--- config.mk ---
export PLATFORM = sky130hd
export DESIGN_NAME = flash_row_erase_program
export DESIGN_NICKNAME = d
export VERILOG_FILES = /design/src/pkg/flash_seq_pkg.sv /design/src/rtl/flash_row_erase_program.sv /design/src/rtl/flash_row_latch.sv /design/src/rtl/flash_unlock.sv
export VERILOG_INCLUDE_DIRS = /design/src /design/src/pkg
export SDC_FILE = /design/constraint.sdc
export NUM_CORES = 2
export LEC_CHECK = 0
export BUFFER_PORTS_ARGS = -buffer_cell sky130_fd_sc_hd__buf_2
export CAP_MARGIN = 20
export CORE_ASPECT_RATIO = 0.6
export CORE_MARGIN = 4
export CORE_UTILIZATION = 50
export CTS_CLUSTER_DIAMETER = 120
export DETAILED_ROUTE_END_ITERATION = 10
export MAX_ROUTING_LAYER = met4
export PLACE_DENSITY = 0.66
export SYNTH_ARGS = -nofsm -noshare
export SYNTH_HDL_FRONTEND = slang
export SYNTH_SLANG_ARGS = --single-unit
--- constraint.sdc ---
create_clock -name clk_i -period 3.2 [get_ports clk_i]
set_input_delay 0.16 -clock clk_i [delete_from_list [all_inputs] [get_ports clk_i]]
set_output_delay 0.16 -clock clk_i [all_outputs]
set_load 0.005 [all_outputs]
--- src/pkg/flash_seq_cfg.svh ---
// Offsets, field positions, reset values and timing counts of the flash row sequencer
`ifndef FLASH_SEQ_CFG_SVH
`define FLASH_SEQ_CFG_SVH

// Register byte offsets
`define FS_CONTROL_OFS      8'h00
`define FS_KEY_OFS          8'h04
`define FS_PAGE_OFS         8'h08
`define FS_OFFSET_OFS       8'h0c
`define FS_LATCH_LOW_OFS    8'h10
`define FS_LATCH_HIGH_OFS   8'h14
`define FS_STATUS_OFS       8'h18

// Control field positions
`define FS_OP_LSB           0
`define FS_OP_MSB           5
`define FS_ERASE_BIT        6
`define FS_ARM_BIT          14
`define FS_START_BIT        15

// Values
`define FS_OP_ROW           6'h18
`define FS_KEY_FIRST        8'h55
`define FS_KEY_SECOND       8'haa
`define FS_CONTROL_RST      16'h0000
`define FS_ROW_WORDS        32

// Cycle times at 10 MHz
`define FS_CLK_NS           100
`define FS_ERASE_NS         200000
`define FS_PROG_NS          200000
`define FS_ERASE_CYC        ((`FS_ERASE_NS + `FS_CLK_NS - 1) / `FS_CLK_NS)
`define FS_PROG_CYC         ((`FS_PROG_NS + `FS_CLK_NS - 1) / `FS_CLK_NS)

`endif

--- src/pkg/flash_seq_pkg.sv ---
// Types shared by the flash row sequencer
package flash_seq_pkg;
  typedef enum logic [1:0] {KEY_IDLE, KEY_GOT_FIRST, KEY_UNLOCKED} key_state_e;
  typedef enum logic [1:0] {SEQ_IDLE, SEQ_ERASE, SEQ_PROGRAM} seq_state_e;
endpackage : flash_seq_pkg

--- src/rtl/flash_row_erase_program.sv ---
// Flash row erase and program sequencer with a classic Wishbone register slave
// Operation
// - Row erase uses op 011000, erase, arm
// - Keys 55h then AAh before start
// - Start bit launches; hardware clears it after
// - Core stalled during whole erase cycle
// - Operations act on one 32-word row
// - Software fills 32 latches, low/high post-increment
// - Program uses op 011000, erase clear, arm
// - Core stalled during program, then start clears
//
// Decided for this implementation: register access over Wishbone and the address map.
`include "flash_seq_cfg.svh"
module flash_row_erase_program
#(
  parameter int ROW_WORDS  = `FS_ROW_WORDS,
  parameter int ERASE_CYC  = `FS_ERASE_CYC,
  parameter int PROG_CYC   = `FS_PROG_CYC,
  parameter int ADDR_W     = 24
)
(
  input  wire logic              clk_i,
  input  wire logic              rst_i,
  input  wire logic              wb_cyc_i,
  input  wire logic              wb_stb_i,
  input  wire logic              wb_we_i,
  input  wire logic [7:0]        wb_adr_i,
  input  wire logic [3:0]        wb_sel_i,
  input  wire logic [31:0]       wb_dat_i,
  output logic      [31:0]       wb_dat_o,
  output logic                   wb_ack_o,
  output logic                   core_stall_o,
  output logic                   flash_erase_o,
  output logic                   flash_prog_o,
  output logic      [ADDR_W-1:0] flash_row_addr_o,
  output logic      [23:0]       flash_wdata_o
);

  localparam int IDX_W = $clog2(ROW_WORDS);

  // ****************************************************************
  // Bus decode
  // ****************************************************************
  logic        req;
  logic        wr;
  logic        lo_en;
  logic [15:0] wdat;
  assign req   = wb_cyc_i && wb_stb_i && !wb_ack_o;
  assign wr    = req && wb_we_i;
  assign lo_en = wb_sel_i[0] && wb_sel_i[1];
  assign wdat  = wb_dat_i[15:0];

  function automatic logic hit(input logic [7:0] ofs);
    hit = (wb_adr_i == ofs);
  endfunction : hit

  logic wr_ctl;
  logic wr_key;
  logic wr_page;
  logic wr_ofs;
  logic wr_lo;
  logic wr_hi;
  assign wr_ctl  = wr && hit(`FS_CONTROL_OFS) && lo_en;
  assign wr_key  = wr && hit(`FS_KEY_OFS) && wb_sel_i[0];
  assign wr_page = wr && hit(`FS_PAGE_OFS) && wb_sel_i[0];
  assign wr_ofs  = wr && hit(`FS_OFFSET_OFS) && lo_en;
  assign wr_lo   = wr && hit(`FS_LATCH_LOW_OFS) && lo_en;
  assign wr_hi   = wr && hit(`FS_LATCH_HIGH_OFS) && wb_sel_i[0];

  // ****************************************************************
  // State
  // ****************************************************************
  flash_seq_pkg::seq_state_e state_reg;
  flash_seq_pkg::seq_state_e state_next;
  logic [15:0]       ctl_reg;
  logic [15:0]       ctl_next;
  logic [7:0]        page_reg;
  logic [7:0]        page_next;
  logic [15:0]       ofs_reg;
  logic [15:0]       ofs_next;
  logic [IDX_W-1:0]  idx_reg;
  logic [IDX_W-1:0]  idx_next;
  logic [31:0]       cnt_reg;
  logic [31:0]       cnt_next;
  logic [IDX_W-1:0]  word_reg;
  logic [IDX_W-1:0]  word_next;
  logic              stall_reg;
  logic              stall_next;
  logic              erase_reg;
  logic              erase_next;
  logic              prog_reg;
  logic              prog_next;
  logic [31:0]       rdat_reg;
  logic [31:0]       rdat_next;
  logic              ack_reg;
  logic              ack_next;
  logic              done_reg;
  logic              done_next;
  logic              unlocked;
  logic [23:0]       latch_word;
  logic              start_req;

  // A start write is any control write with the start bit set
  assign start_req = wr_ctl && wdat[`FS_START_BIT];

  flash_unlock u_unlock
  (
    .clk_i      (clk_i),
    .rst_i      (rst_i),
    .key_wr_i   (wr_key),
    .key_data_i (wdat[7:0]),
    .other_wr_i (wr && !hit(`FS_KEY_OFS) && !start_req),
    .start_wr_i (start_req),
    .unlocked_o (unlocked)
  );

  flash_row_latch #(.ROW_WORDS(ROW_WORDS)) u_latch
  (
    .clk_i      (clk_i),
    .rst_i      (rst_i),
    .index_i    (idx_reg),
    .low_wr_i   (wr_lo),
    .high_wr_i  (wr_hi),
    .data_i     (wdat),
    .rd_index_i (word_reg),
    .rd_word_o  (latch_word)
  );

  // ****************************************************************
  // Next-state logic
  // ****************************************************************
  always_comb
  begin
    state_next = state_reg;
    ctl_next   = ctl_reg;
    page_next  = page_reg;
    ofs_next   = ofs_reg;
    idx_next   = idx_reg;
    cnt_next   = cnt_reg;
    word_next  = word_reg;
    erase_next = 1'b0;
    prog_next  = 1'b0;
    done_next  = done_reg;
    ack_next   = req;
    rdat_next  = 32'h00000000;

    if (wr_page)
      page_next = wdat[7:0];
    if (wr_ofs)
      ofs_next = wdat;
    // Dummy low write latches the row base and points the index at the word
    if (wr_lo)
      ofs_next = wdat;
    if (wr_ofs || (wr_lo && state_reg == flash_seq_pkg::SEQ_IDLE && !ctl_reg[`FS_START_BIT]))
      idx_next = wdat[IDX_W:1];
    if (wr_hi)
      idx_next = idx_reg + 1'b1;

    case (state_reg)
      flash_seq_pkg::SEQ_IDLE:
      begin
        if (wr_ctl)
        begin
          ctl_next = {1'b0, wdat[14:0]};
          if (start_req && unlocked && ctl_reg[`FS_ARM_BIT]
              && ctl_reg[`FS_OP_MSB:`FS_OP_LSB] == `FS_OP_ROW)
          begin
            ctl_next[`FS_START_BIT] = 1'b1;
            cnt_next  = 32'h00000000;
            word_next = '0;
            done_next = 1'b0;
            // Erase bit picks erase over program; op code is the same
            if (ctl_reg[`FS_ERASE_BIT])
              state_next = flash_seq_pkg::SEQ_ERASE;
            else
              state_next = flash_seq_pkg::SEQ_PROGRAM;
          end
        end
      end
      flash_seq_pkg::SEQ_ERASE:
      begin
        erase_next = 1'b1;
        cnt_next   = cnt_reg + 32'h00000001;
        if (cnt_reg == 32'(ERASE_CYC - 1))
        begin
          ctl_next[`FS_START_BIT] = 1'b0;
          erase_next = 1'b0;
          done_next  = 1'b1;
          state_next = flash_seq_pkg::SEQ_IDLE;
        end
      end
      default:
      begin
        // One latch word is offered per cycle for the first ROW_WORDS cycles, then the last word is held
        prog_next  = 1'b1;
        cnt_next   = cnt_reg + 32'h00000001;
        if (word_reg != IDX_W'(ROW_WORDS - 1))
          word_next = word_reg + 1'b1;
        if (cnt_reg == 32'(PROG_CYC - 1))
        begin
          ctl_next[`FS_START_BIT] = 1'b0;
          prog_next  = 1'b0;
          done_next  = 1'b1;
          state_next = flash_seq_pkg::SEQ_IDLE;
        end
      end
    endcase

    // Core stays stalled from the start write until the cycle ends
    stall_next = (state_next != flash_seq_pkg::SEQ_IDLE);

    if (req && !wb_we_i)
    begin
      if (hit(`FS_CONTROL_OFS))
        rdat_next = {16'h0000, ctl_reg};
      else if (hit(`FS_PAGE_OFS))
        rdat_next = {24'h000000, page_reg};
      else if (hit(`FS_OFFSET_OFS))
        rdat_next = {16'h0000, ofs_reg};
      else if (hit(`FS_STATUS_OFS))
        // Index sits just above the three flag bits
        rdat_next = {24'h000000, 8'({idx_reg, done_reg, unlocked, stall_reg})};
      else
        rdat_next = 32'h00000000;
    end
  end

  // ****************************************************************
  // Registers
  // ****************************************************************
  always_ff @(posedge clk_i)
  begin
    if (rst_i)
    begin
      state_reg <= flash_seq_pkg::SEQ_IDLE;
      ctl_reg   <= `FS_CONTROL_RST;
      page_reg  <= 8'h00;
      ofs_reg   <= 16'h0000;
      idx_reg   <= '0;
      cnt_reg   <= 32'h00000000;
      word_reg  <= '0;
      stall_reg <= 1'b0;
      erase_reg <= 1'b0;
      prog_reg  <= 1'b0;
      rdat_reg  <= 32'h00000000;
      ack_reg   <= 1'b0;
      done_reg  <= 1'b0;
    end
    else
    begin
      state_reg <= state_next;
      ctl_reg   <= ctl_next;
      page_reg  <= page_next;
      ofs_reg   <= ofs_next;
      idx_reg   <= idx_next;
      cnt_reg   <= cnt_next;
      word_reg  <= word_next;
      stall_reg <= stall_next;
      erase_reg <= erase_next;
      prog_reg  <= prog_next;
      rdat_reg  <= rdat_next;
      ack_reg   <= ack_next;
      done_reg  <= done_next;
    end
  end

  logic [ADDR_W-1:0] row_addr_reg;
  logic [23:0]       wdata_reg;
  always_ff @(posedge clk_i)
  begin
    if (rst_i)
    begin
      row_addr_reg <= '0;
      wdata_reg    <= 24'h000000;
    end
    else
    begin
      // Row base: low offset bits inside the row are forced to zero
      row_addr_reg <= ADDR_W'({page_reg, ofs_reg[15:IDX_W+1], {(IDX_W+1){1'b0}}});
      wdata_reg    <= latch_word;
    end
  end

  assign wb_ack_o         = ack_reg;
  assign wb_dat_o         = rdat_reg;
  assign core_stall_o     = stall_reg;
  assign flash_erase_o    = erase_reg;
  assign flash_prog_o     = prog_reg;
  assign flash_row_addr_o = row_addr_reg;
  assign flash_wdata_o    = wdata_reg;

endmodule : flash_row_erase_program

--- src/rtl/flash_row_latch.sv ---
// Row write latches: 32 words of low 16 bits and high 8 bits, indexed storage
`include "flash_seq_cfg.svh"
module flash_row_latch
#(
  parameter int ROW_WORDS = `FS_ROW_WORDS
)
(
  input  wire logic                         clk_i,
  input  wire logic                         rst_i,
  input  wire logic [$clog2(ROW_WORDS)-1:0] index_i,
  input  wire logic                         low_wr_i,
  input  wire logic                         high_wr_i,
  input  wire logic [15:0]                  data_i,
  input  wire logic [$clog2(ROW_WORDS)-1:0] rd_index_i,
  output logic      [23:0]                  rd_word_o
);

  logic [23:0] mem_reg  [ROW_WORDS];
  logic [23:0] mem_next [ROW_WORDS];

  always_comb
  begin
    for (int i = 0; i < ROW_WORDS; i++)
      mem_next[i] = mem_reg[i];
    if (low_wr_i)
      mem_next[index_i][15:0] = data_i;
    if (high_wr_i)
      mem_next[index_i][23:16] = data_i[7:0];
  end

  always_ff @(posedge clk_i)
  begin
    for (int i = 0; i < ROW_WORDS; i++)
      mem_reg[i] <= rst_i ? 24'hffffff : mem_next[i];
  end

  assign rd_word_o = mem_reg[rd_index_i];

endmodule : flash_row_latch

--- src/rtl/flash_unlock.sv ---
// Two-key unlock tracker for the flash control start bit
`include "flash_seq_cfg.svh"
module flash_unlock
(
  input  wire logic       clk_i,
  input  wire logic       rst_i,
  input  wire logic       key_wr_i,
  input  wire logic [7:0] key_data_i,
  input  wire logic       other_wr_i,
  input  wire logic       start_wr_i,
  output logic            unlocked_o
);

  flash_seq_pkg::key_state_e state_reg;
  flash_seq_pkg::key_state_e state_next;

  always_comb
  begin
    state_next = state_reg;
    case (state_reg)
      flash_seq_pkg::KEY_IDLE:
      begin
        if (key_wr_i && key_data_i == `FS_KEY_FIRST)
          state_next = flash_seq_pkg::KEY_GOT_FIRST;
      end
      flash_seq_pkg::KEY_GOT_FIRST:
      begin
        if (key_wr_i && key_data_i == `FS_KEY_SECOND)
          state_next = flash_seq_pkg::KEY_UNLOCKED;
        else if (key_wr_i || other_wr_i || start_wr_i)
          state_next = flash_seq_pkg::KEY_IDLE;
      end
      default:
      begin
        // Any write after the keys, start or not, consumes the unlock
        if (key_wr_i || other_wr_i || start_wr_i)
          state_next = flash_seq_pkg::KEY_IDLE;
      end
    endcase
  end

  always_ff @(posedge clk_i)
  begin
    if (rst_i)
      state_reg <= flash_seq_pkg::KEY_IDLE;
    else
      state_reg <= state_next;
  end

  assign unlocked_o = (state_reg == flash_seq_pkg::KEY_UNLOCKED);

endmodule : flash_unlock
==> key figures <==
Outcome
  – Status: completed

Detailed routing
  – DRC: 0
  – ANT nets after route: 0
  – Routed wire per std cell: 22.9 um
  – Vias: 35,200
  – DR pass1 iterations: 9
  – First DRT Iteration DRCs: 4,613
  – Vias per cell: 6.25
  – Final WL: 129,000 um

Global route
  – GRT Total Usage: 30.5%
  – Initial antenna violation count: 2
  – Vias in the first global route: 32,300
  – First-pass GRT wire length: 199,000 um
  – Grt total ovfl: 0
  – Pin count of the biggest net entering global routing: 155

Clock network
  – Worst-skew pair later-pin latency: 680 ps
  – CTS H-tree depth: 3
  – CTS Root Cell: clkbuf_16
  – CTS clk-pin slew, worst paths: 60 ps
  – CTS resizes: 0
  – TritonCTS sink count: 917
  – CTS tree: yes
  – TritonCTS buffer count: 84
  – Max clock buf depth: 3

Place
  – PortBufs: 92
  – Place WS: 550 ps
  – DP Cell Count: 5,459
  – DPL Wire Length: 80,500 um
  – Area post-placement: 41,400 um2
  – Placer Congestion: 0.919

Min path
  – HP Start: wb_adr_i[0]
  – Min-delay worst type: input pin to flip-flop

Pwr
  – LEAKAGE: 13.7 nW
  – Pwr dens: 511 nW/um2
  – Seq pwr share: 50.4%
  – Max VDD drop: 0.368 mV
  – Clk pwr share: 46.7%
  – Psw: 5.15 mW
  – Combinational power share: 2.9%
  – Sw Share: 22.7%
  – Int Power: 17.5 mW

Yosys
  – Seq/Total Area, Yosys: 46.0%
  – Library cells used by synthesis: 69
  – Fraction of registers with async set/reset: 0%
  – Syn Inst Count: 4,609
  – Top_reg_cell synth: dfxtp_1
  – Count leader, synth: dfxtp_1
  – List of most frequent post-synthesis cells: dfxtp_1, nand2_1, nand3_1
  – Share of the synthesized area in the top cell type: 46.0%
  – Area contributors post-synth: dfxtp_1, mux4_2, nand3_1, o21ai_0, nand2_1
  – Mean Syn Cell Area: 8.67 um2
  – Synth warn: 0
  – FF+latch count, synth: 917
  – Area leader, netlist: dfxtp_1
  – Post-Syn Area: 39,900 um2
  – EDFF count, synth: 0

Die
  – Die Wd: 373 um
  – CORE AREA: 78,300 um2
  – Die height: 227 um
  – Die Area: 84,600 um2
  – Boundary Pins: 133
  – Initial Util: 51.0%
  – Row count: 79

Final layout
  – Fin cells: 5,622
  – Final std cell area, no fill: 44,300 um2
  – Final nets: 4,556
  – Layout cells sized above 1: 14.8%
  – Area growth, synth to finish: 11.0%
  – # diodes: 0
  – Number of flip-flops in the largest register: 768

STA
  – Worst-Margin Slew: 1080 ps
  – Final Max Tran Viols: 0
  – Worst setup margin: 392 ps
  – Unrepaired setup endpoints after global routing: false
  – Fin crit period: 2810 ps
  – Worst Skew: 28.2 ps
  – Relative slew slack: 28.1%
  – Final setup violation count: 0
  – F_max: 356 MHz
  – Fin Setup TNS: 0 ps
  – Hold Vio Cnt, Final: 0
  – Hold WS: 40.9 ps
  – Final Cycle Share: 87.7%

Setup path
  – FF-to-FF Start: idx_reg[3]
  – Critical Path End Type: flip-flop
  – Startpoint Class: flip-flop
  – Crit Path Max Fanout: 16
  – Setup crit start: idx_reg[3]
  – Required @ worst endpoint: 3800 ps
  – WS Path Type: flip-flop to flip-flop
  – Critical Path AT: 3400 ps

Run
  – Max Cap Viol: 0
through the flow:
| step | total power [mW] | utilization, % |
|---|---|---|
| 4_1_cts | 22.8 | 56.6 |
| 3_3_place_gp | 12.3 | 52.9 |
| 6_report | 22.7 | 56.6 |
| 5_1_grt | 23.3 | 56.6 |
| 2_1_floorplan | 12.1 | - |
| 3_5_place_dp | 12.3 | 52.9 |
logic make-up (layout without fill, tap and decap cells):
logic type	count (synthesis)	count (layout)	synth area share, %
AOI/OAI and AO/OA	942	942	12.6
DFF	917	917	46.0
adders and majority gates	7	7	0.219
muxes	285	285	13.2
and+or+nand+nor	1940	1940	22.5
xor gates and xnor gates	5	5	0.110
buffers and inverters	512	451	5.46
other	1	22	0.00939
metal layers:
| layer | vias to the layer above | GRT usage (%) | share of wire [%] | wire, um |
|---|---|---|---|---|
| li1 | 16000 | - | - | - |
| met1 | 17200 | 44.7 | 45 | 57800 |
| met2 | 1791 | 42.3 | 42 | 53600 |
| met3 | 175 | 6.82 | 11 | 14300 |
| met4 | 0 | 8.17 | 2.3 | 2990 |
| met5 | - | - | 0 | 0 |
critical path, stage by stage, from the launching register on:
cell and delay (ps):
dfxtp_1 610, nor2b_1 440, nand3_2 670, nor2_1 600, buf_4 220, nand2_1 50
nand3_1 120
layout make-up:
cell class / instances / area [um2]
clock buffer: 118 / 2430
clock inverter: 37 / 432
fill: 6945 / 33900
inverter: 9 / 41.3
multi-input combinational: 3201 / 19500
sequential: 917 / 18400
tap: 1053 / 1320
timing repair buffer: 287 / 2230
layout by cell type, fill, tap and decap left out, types with 8 or more instances in the layout:
cell / Yosys / routed
dfxtp_1: 917 / 913
nand2_1: 851 / 851
nand3_1: 760 / 755
o21ai_0: 749 / 749
mux4_2: 192 / 192
buf_4: 37 / 165
nor2_1: 127 / 127
mux2i_1: 92 / 92
buf_2: 82 / 91
clkbuf_16: 0 / 87
a21oi_1: 64 / 64
nor3_1: 33 / 33
nor2b_1: 33 / 32
a211oi_1: 27 / 27
o22ai_1: 25 / 25
conb_1: 1 / 22
buf_12: 0 / 22
a211o_1: 20 / 20
nand4_1: 19 / 19
clkinv_2: 0 / 19
clkbuf_1: 371 / 17
a22oi_1: 14 / 14
clkbuf_8: 0 / 14
nor2_4: 13 / 13
or3_1: 12 / 12
nand3_2: 6 / 11
or2_2: 11 / 11
and3_1: 10 / 10
o211ai_1: 10 / 10
nor2_2: 9 / 9
inv_1: 9 / 8
or4_1: 8 / 8
bufinv_16: 0 / 8
dlygate4sd3_1: 0 / 8
worst paths after layout:
check        depth (start not counted)  slack (ps)                      end
max reg2reg                          6         390  u_latch.mem_reg[24][19]
min                                  5          40              wb_dat_o[1]
max                                  6         390  u_latch.mem_reg[24][19]
min reg2reg                          2         450              ctl_reg[12]
power groups by stage:
stage	Sequential, mW	Clock [mW]	Combinational [mW]
2_1_floorplan	11.7	0	0.375
3_3_place_gp	11.7	0	0.623
3_5_place_dp	11.7	0	0.621
6_report	11.4	10.6	0.651
5_1_grt	11.4	11.2	0.673
4_1_cts	11.4	10.7	0.629
what timing repair did:
item	in CTS	in global routing
hold endpoints to repair	47	0
hold buffers	8	0
setup buffers	0	0
Power figures use the tool's default switching activity.
